<file path="src/design/ldcfg_pkg.sv">
// Constants and types for the link deserializer configuration register bank
package ldcfg_pkg;
   // Register offsets on the plain register port
   localparam logic [7:0] REG_PARTNER_ADDR = 8'h00;
   localparam logic [7:0] REG_OWN_ADDR = 8'h01;
   localparam logic [7:0] REG_SPREAD_CFG = 8'h02;
   localparam logic [7:0] REG_RANGE_STATUS = 8'h03;

   // Field positions
   localparam int ADDR_LSB = 1;
   localparam int SS_LSB = 6;
   localparam int PRNG_LSB = 2;
   localparam int SRNG_LSB = 0;

   // Spread select codes
   localparam logic [1:0] SS_NONE = 2'h0;
   localparam logic [1:0] SS_2PCT = 2'h1;
   localparam logic [1:0] SS_NONE_ALT = 2'h2;
   localparam logic [1:0] SS_4PCT = 2'h3;

   // Range field codes
   localparam logic [1:0] PCLK_12_25 = 2'h0;
   localparam logic [1:0] PCLK_25_50 = 2'h1;
   localparam logic [1:0] PCLK_50_104 = 2'h2;
   localparam logic [1:0] RATE_05_1 = 2'h0;
   localparam logic [1:0] RATE_1_2 = 2'h1;
   localparam logic [1:0] RATE_2_3125 = 2'h2;
   localparam logic [1:0] RANGE_AUTO = 2'h3;

   // Values after reset
   localparam logic [1:0] PRNG_RST = RANGE_AUTO;
   localparam logic [1:0] SRNG_RST = RANGE_AUTO;
   localparam logic [6:0] ADDR_RST = 7'h00;

   // Three-level strap encodings
   localparam logic [1:0] STRAP_LOW = 2'h0;
   localparam logic [1:0] STRAP_MID = 2'h1;
   localparam logic [1:0] STRAP_HIGH = 2'h2;

   // Fixed middle bits of the strapped addresses
   localparam logic [1:0] OWN_ADDR_MID = 2'h1;
   localparam logic [1:0] PARTNER_ADDR_MID = 2'h0;

   typedef enum logic [1:0] {
      LDCFG_SPREAD_OFF = 2'b00,
      LDCFG_SPREAD_2PCT = 2'b01,
      LDCFG_SPREAD_4PCT = 2'b10
   } ldcfg_spread_t;

   typedef enum logic [0:0] {
      LDCFG_ST_STRAP = 1'b0,
      LDCFG_ST_RUN = 1'b1
   } ldcfg_phase_t;

   typedef struct packed {
      ldcfg_phase_t phase;
      logic [6:0] own_addr;
      logic [6:0] partner_addr;
      logic [1:0] ss;
      ldcfg_spread_t spread;
      logic [1:0] prng;
      logic [1:0] srng;
      logic [1:0] pclk_eff;
      logic pclk_auto;
      logic [1:0] rate_eff;
      logic rate_auto;
      logic [7:0] rdata;
   } ldcfg_state_t;
endpackage

</file>
<file path="src/design/ldcfg_range_pick.sv">
// Picks the fixed range from a field or the detected range when the field asks for auto
module ldcfg_range_pick #(
   parameter int W = 2
) (
   input wire logic [W-1:0] field,
   input wire logic [W-1:0] detected,
   output logic [W-1:0] range,
   output logic auto_on
);
   // All-ones code means automatic detection
   assign auto_on = (field == {W{1'b1}}); // [RULE6] [RULE8]
   assign range = auto_on ? detected : field; // [RULE5] [RULE7]
endmodule

</file>
<file path="src/design/ldcfg_regs.sv">
// Configuration register bank: link addresses, spread select and range fields
// Summary of operation
// [RULE1] Own address in bits 7..1, strap default
// [RULE2] Partner address copy, also strap default
// [RULE3] Spread 00/10 none, 11 four percent
// [RULE4] Spread 01 two percent, strap high default
// [RULE5] Pixel clock range codes 00, 01, 10
// [RULE6] Pixel range code 11 means auto detect
// [RULE7] Serial rate range codes 00, 01, 10
// [RULE8] Serial rate code 11 means auto detect
// [RULE9] Reserved bits read zero, write zero
module ldcfg_regs (
   input wire logic clk,
   input wire logic rst,
   input wire logic [7:0] addr,
   input wire logic [7:0] wdata,
   input wire logic wr_stb,
   input wire logic rd_stb,
   output logic [7:0] rdata,
   input wire logic [1:0] address_strap_a,
   input wire logic [1:0] address_strap_b,
   input wire logic spread_strap_pin,
   input wire logic [1:0] pclk_detect_range,
   input wire logic [1:0] rate_detect_range,
   output logic [6:0] own_link_address,
   output logic [6:0] partner_link_address,
   output logic [1:0] spread_mode,
   output logic [1:0] pclk_range,
   output logic pclk_auto,
   output logic [1:0] rate_range,
   output logic rate_auto,
   output logic cfg_ready
);
   ldcfg_pkg::ldcfg_state_t st_q;
   ldcfg_pkg::ldcfg_state_t st_d;
   logic [1:0] pclk_pick;
   logic pclk_pick_auto;
   logic [1:0] rate_pick;
   logic rate_pick_auto;

   // Three-level strap: the unused code 11 is read as high
   function automatic logic [1:0] strap_level(input logic [1:0] raw);
      strap_level = (raw == ldcfg_pkg::STRAP_LOW) ? ldcfg_pkg::STRAP_LOW :
                    (raw == ldcfg_pkg::STRAP_MID) ? ldcfg_pkg::STRAP_MID :
                    ldcfg_pkg::STRAP_HIGH;
   endfunction

   // Strapped address: strap b, fixed middle pair, strap a, zero
   function automatic logic [6:0] strap_addr(input logic [1:0] sb, input logic [1:0] sa,
                                             input logic [1:0] mid);
      strap_addr = {strap_level(sb), mid, strap_level(sa), 1'b0};
   endfunction

   function automatic ldcfg_pkg::ldcfg_spread_t spread_of(input logic [1:0] code);
      case (code)
         ldcfg_pkg::SS_2PCT: spread_of = ldcfg_pkg::LDCFG_SPREAD_2PCT;
         ldcfg_pkg::SS_4PCT: spread_of = ldcfg_pkg::LDCFG_SPREAD_4PCT;
         default: spread_of = ldcfg_pkg::LDCFG_SPREAD_OFF;
      endcase
   endfunction

   ldcfg_range_pick #(
      .W(2)
   ) u_pclk_pick (
      .field(st_q.prng),
      .detected(pclk_detect_range),
      .range(pclk_pick),
      .auto_on(pclk_pick_auto)
   );

   ldcfg_range_pick #(
      .W(2)
   ) u_rate_pick (
      .field(st_q.srng),
      .detected(rate_detect_range),
      .range(rate_pick),
      .auto_on(rate_pick_auto)
   );

   always_comb begin
      st_d = st_q;
      st_d.rdata = 8'h00;
      // Effective ranges follow the field, or the detector in auto mode
      st_d.pclk_eff = pclk_pick; // [RULE5] [RULE6]
      st_d.pclk_auto = pclk_pick_auto; // [RULE6]
      st_d.rate_eff = rate_pick; // [RULE7] [RULE8]
      st_d.rate_auto = rate_pick_auto; // [RULE8]
      case (st_q.phase)
         ldcfg_pkg::LDCFG_ST_STRAP: begin
            // Straps are caught at the first edge after reset, not under it
            st_d.own_addr = strap_addr(address_strap_b, address_strap_a, ldcfg_pkg::OWN_ADDR_MID); // [RULE1]
            st_d.partner_addr = strap_addr(address_strap_b, address_strap_a,
                                           ldcfg_pkg::PARTNER_ADDR_MID); // [RULE2]
            st_d.ss = spread_strap_pin ? ldcfg_pkg::SS_2PCT : ldcfg_pkg::SS_NONE; // [RULE3] [RULE4]
            st_d.phase = ldcfg_pkg::LDCFG_ST_RUN;
         end
         ldcfg_pkg::LDCFG_ST_RUN: begin
            if (wr_stb) begin
               // Reserved bits are dropped on write
               case (addr)
                  ldcfg_pkg::REG_PARTNER_ADDR: st_d.partner_addr = wdata[7:1]; // [RULE2] [RULE9]
                  ldcfg_pkg::REG_OWN_ADDR: st_d.own_addr = wdata[7:1]; // [RULE1] [RULE9]
                  ldcfg_pkg::REG_SPREAD_CFG: begin
                     st_d.ss = wdata[7:6]; // [RULE3] [RULE4]
                     st_d.prng = wdata[3:2]; // [RULE5]
                     st_d.srng = wdata[1:0]; // [RULE7]
                  end
                  default: begin
                  end
               endcase
            end
            if (rd_stb) begin
               case (addr)
                  ldcfg_pkg::REG_PARTNER_ADDR: st_d.rdata = {st_q.partner_addr, 1'b0}; // [RULE9]
                  ldcfg_pkg::REG_OWN_ADDR: st_d.rdata = {st_q.own_addr, 1'b0}; // [RULE9]
                  ldcfg_pkg::REG_SPREAD_CFG: st_d.rdata = {st_q.ss, 2'b00, st_q.prng, st_q.srng}; // [RULE9]
                  ldcfg_pkg::REG_RANGE_STATUS: st_d.rdata = {2'b00, st_q.rate_auto, st_q.pclk_auto,
                                                             st_q.pclk_eff, st_q.rate_eff};
                  default: st_d.rdata = 8'h00;
               endcase
            end
         end
         default: st_d.phase = ldcfg_pkg::LDCFG_ST_STRAP;
      endcase
      st_d.spread = spread_of(st_d.ss); // [RULE3] [RULE4]
   end

   always_ff @(posedge clk or posedge rst) begin
      if (rst) begin
         st_q.phase <= ldcfg_pkg::LDCFG_ST_STRAP;
         st_q.own_addr <= ldcfg_pkg::ADDR_RST;
         st_q.partner_addr <= ldcfg_pkg::ADDR_RST;
         st_q.ss <= ldcfg_pkg::SS_NONE;
         st_q.spread <= ldcfg_pkg::LDCFG_SPREAD_OFF;
         st_q.prng <= ldcfg_pkg::PRNG_RST;
         st_q.srng <= ldcfg_pkg::SRNG_RST;
         st_q.pclk_eff <= ldcfg_pkg::PCLK_12_25;
         st_q.pclk_auto <= 1'b0;
         st_q.rate_eff <= ldcfg_pkg::RATE_05_1;
         st_q.rate_auto <= 1'b0;
         st_q.rdata <= 8'h00;
      end else begin
         st_q <= st_d;
      end
   end

   assign rdata = st_q.rdata;
   assign own_link_address = st_q.own_addr;
   assign partner_link_address = st_q.partner_addr;
   assign spread_mode = st_q.spread;
   assign pclk_range = st_q.pclk_eff;
   assign pclk_auto = st_q.pclk_auto;
   assign rate_range = st_q.rate_eff;
   assign rate_auto = st_q.rate_auto;
   assign cfg_ready = (st_q.phase == ldcfg_pkg::LDCFG_ST_RUN);
endmodule

</file>
<file path="config.mk">
export PLATFORM = sky130hd
export DESIGN_NAME = ldcfg_regs
export DESIGN_NICKNAME = d
export VERILOG_FILES = /design/src/design/ldcfg_pkg.sv /design/src/design/ldcfg_range_pick.sv /design/src/design/ldcfg_regs.sv
export SDC_FILE = /design/constraint.sdc
export NUM_CORES = 1
export LEC_CHECK = 0
export ABC_CLOCK_PERIOD_IN_PS = 1810
export BUFFER_PORTS_ARGS = -buffer_cell sky130_fd_sc_hd__buf_2
export CAP_MARGIN = 20
export CORE_MARGIN = 1.5
export CORE_UTILIZATION = 50
export DETAILED_ROUTE_END_ITERATION = 8
export PLACE_DENSITY = 0.75
export SLEW_MARGIN = 20
export SYNTH_ARGS = -nofsm -noshare
export SYNTH_HDL_FRONTEND = slang
export SYNTH_HIERARCHICAL = 1
export SYNTH_SLANG_ARGS = --single-unit
</file>
<file path="constraint.sdc">
create_clock -name clk -period 1.81 [get_ports clk]
set_input_delay 0 -clock clk [delete_from_list [all_inputs] [get_ports clk]]
set_output_delay 0 -clock clk [all_outputs]
set_load 0.02 [all_outputs]
</file>
==> impl_results.md <==
* Num ports at 60
* Largest net degree at the start of global routing at 38
* Setup CP Type: flop to flop
* Vias in the first global route at 1,480
* Via count at 1,554
* TritonCTS buffer count at 5
* Placed inst area at 2170 sq um
* Most common cell in the synthesized netlist: dfrtp_1
* Worst path arrival time at 1700 ps
* Worst hold margin at 10.7 ps
* CTS tree: done
* Internal Power at 1420 uW
* Initial Util at 53.4%
* Fmax at 0.667 GHz
* Synth Flop Type: dfrtp_1
* DR iter-0 viols at 56
* Worst path required time at 2010 ps
* Sw Ratio at 24.2%
* Final nets at 269
* Worst r2r path cells at 3
* ANT cells at 0
* Total core area at 3770 sq um
* Top-area cell type share of the netlist area at 41.0%
* CTS max path bufs at 2
* Reg2reg setup slack at 310 ps
* Min-Delay Path Depth at 3
* Ratio of cells with drive above 1 in the final layout at 38.6%
* Non-filler instance count after layout at 289
* Clock-pin slew of the registers on the worst-case setup and hold paths at 70 ps
* Peak supply drop at 0.499 mV
* Top post-synthesis cells by area: dfrtp_1, buf_4, mux2i_1, dfstp_2, mux2_2
* Worst Hold End: own_link_address[6]
* GR Overflow Total at 0
* Die Ht at 66.4 um
* Clk root buf: clkbuf_8
* Ys async rst share at 100%
* Post-synthesis register bit count at 37
* Die area at 4410 sq um
* Placer congestion estimate at 0.864
* Clk_skew at 1.92 ps
* Drt drc at 0
* Switching pwr at 453 uW
* Hold Startpoint: address_strap_b[1]
* Cell area after layout at 2400 sq um
* Final setup viols at 0
* Max H-tree Level at 2
* Synth Net Count at 220
* Vias per cell at 5.38
* Sink Count at 37
* Seq/Total Area, Yosys at 46.3%
* Crit path cell chain: buf_4 -> nand4_1 -> nor3_1
* Seq pwr share at 47.0%
* Slew Viols, Final at 0
* Placed insts at 269
* Setup crit start kind: flop
* # Max-Cap Violations at 0
* Gate count after technology mapping at 191
* Clk network pwr share at 39.6%
* Crit. End Element: flop
* Cell Area, Synth at 2010 sq um
* CP max FO at 21
* Netlist cell types at 36
* EDFF count, synth at 0
* RSZ-0062 raised after global routing: no
* Final hold viol count at 0
* Hold Crit Class: primary input to flop
* Worst flop-to-flop path endpoint: rdata[0]
* Final period util at 82.9%
* Detail Placement HPWL at 3.08 mm
* Chip width at 66.4 um
* RR Startpoint: cfg_ready
* Port buffer count at 59
* Worst Setup SP: cfg_ready
* Leak at 0.00119 uW
* Synth Warn # at 6
* Std-Cell Rows at 22
* Gr usage total at 22.4%
* Power share of the combinational group at 13.4%
* Iteration count of the initial detailed-routing pass at 4
* # Post-CTS Setup Buffers at 0
* Routed Antenna Nets at 0
* Antenna violations before repair at 0
* Synth area leader: dfrtp_1
* Synth Area per Inst at 10.5 sq um
* Minimum clock period at 1500 ps
* Detailed Route WL at 4.46 mm
* Worst skew pair latency at 290 ps
* Setup TNS at 0 ps
* Routed length per instance at 15.4 um
* First-pass GRT wire length at 7.23 mm
* Synth top cells by count: dfrtp_1, buf_4, nand2_1
* Run status: completed
* P&R area growth vs syn at 19.5%
* Slowest CP cell: dfrtp_1
* Pwr Density at 777 nW/um^2
* Critical path's largest stage delay at 430 ps
## worst max path at each step
stage                              end  cells after the start
2_1_floorplan  partner_link_address[0]                      5
3_3_place_gp            spread_mode[0]                      4
3_5_place_dp                  st_q[20]                      4
4_1_cts                       rdata[0]                      3
5_1_grt                       rdata[0]                      3
6_report                      rdata[0]                      3
## critical path: cells and delay by family (launching register included)
family,cells,cell delay [ps]
simple gates,2,710
flops,1,430
buf+inv,1,270
## layout by cell type, fill, tap and decap left out, types with 2 or more instances in the layout
| cell type | Yosys | routed |
|---|---|---|
| a21boi_1 | 4 | 4 |
| a21oi_1 | 8 | 8 |
| a22oi_1 | 2 | 2 |
| a2bb2oi_1 | 2 | 2 |
| a31oi_1 | 7 | 7 |
| and2_1 | 2 | 2 |
| buf_2 | 0 | 59 |
| buf_4 | 28 | 8 |
| clkbuf_8 | 0 | 6 |
| dfrtp_1 | 33 | 33 |
| dfstp_2 | 4 | 4 |
| dlygate4sd3_1 | 0 | 12 |
| inv_1 | 8 | 8 |
| mux2_2 | 6 | 6 |
| mux2_4 | 2 | 2 |
| mux2i_1 | 14 | 14 |
| mux4_2 | 3 | 3 |
| nand2_1 | 15 | 15 |
| nand3_1 | 2 | 2 |
| nand4_1 | 5 | 5 |
| nor2_1 | 8 | 8 |
| nor2b_1 | 6 | 6 |
| nor3_1 | 2 | 2 |
| nor3_2 | 2 | 2 |
| nor3b_1 | 2 | 2 |
| nor4_1 | 2 | 2 |
| o21ai_0 | 3 | 3 |
| o31ai_1 | 4 | 4 |
## power by group through the flow
stage / clock network [uW] / registers, uW / logic [uW]
floorplan: 0 / 885 / 170
global placement: 0 / 894 / 226
detailed placement: 0 / 893 / 229
CTS: 750 / 878 / 250
global route: 786 / 881 / 274
finish: 740 / 878 / 251
## cell type report
cell class	instances	area [sq um]
inverters	8	30.0
clock buffers	7	86.3
repair buffers	79	475
flip-flops and latches	37	931
clock inverters	1	30.0
multi-input cells	109	792
fillers	303	1370
well taps	48	60.1
## kinds of logic (layout without fill, tap and decap cells)
kind of cell,Yosys count,in the layout,share of synthesized area (%)
flops,37,37,46.3
mux,25,25,15.2
other cells,1,1,0.186
buf+inv,45,95,14.4
compound gates,30,30,9.51
simple gates,53,53,14.5
## metal layers
metal | global-route usage (%) | part of all wire, % | wire (um)
met5 | 0 | 0 | 0
met3 | 6.30 | 5.9 | 264
met2 | 35.9 | 49 | 2180
met4 | 8.93 | 1.9 | 85
met1 | 28.6 | 43 | 1930
## state kept, by name (all words and copies together), names as in the netlist
| register | count |
|---|---|
| rdata | 8 |
| rate_auto | 1 |
| own_link_address | 7 |
| st_q | 6 |
| rate_range | 2 |
| spread_mode | 2 |
| partner_link_address | 7 |
| pclk_range | 2 |
| pclk_auto | 1 |
| cfg_ready | 1 |
## per-stage QoR
stage          utilization [%]  worst slack, ps  total power (uW)
2_1_floorplan                -              253              1060
3_3_place_gp              57.5              183              1120
3_5_place_dp              57.5              166              1120
4_1_cts                   63.5              320              1880
5_1_grt                   63.8              265              1940
6_report                  63.8              310              1870
## timing repair
action,in CTS,in global routing
gates resized for setup,0,0
hold buffers,11,1
hold endpoints to repair,45,1
Power figures use the tool's default switching activity.
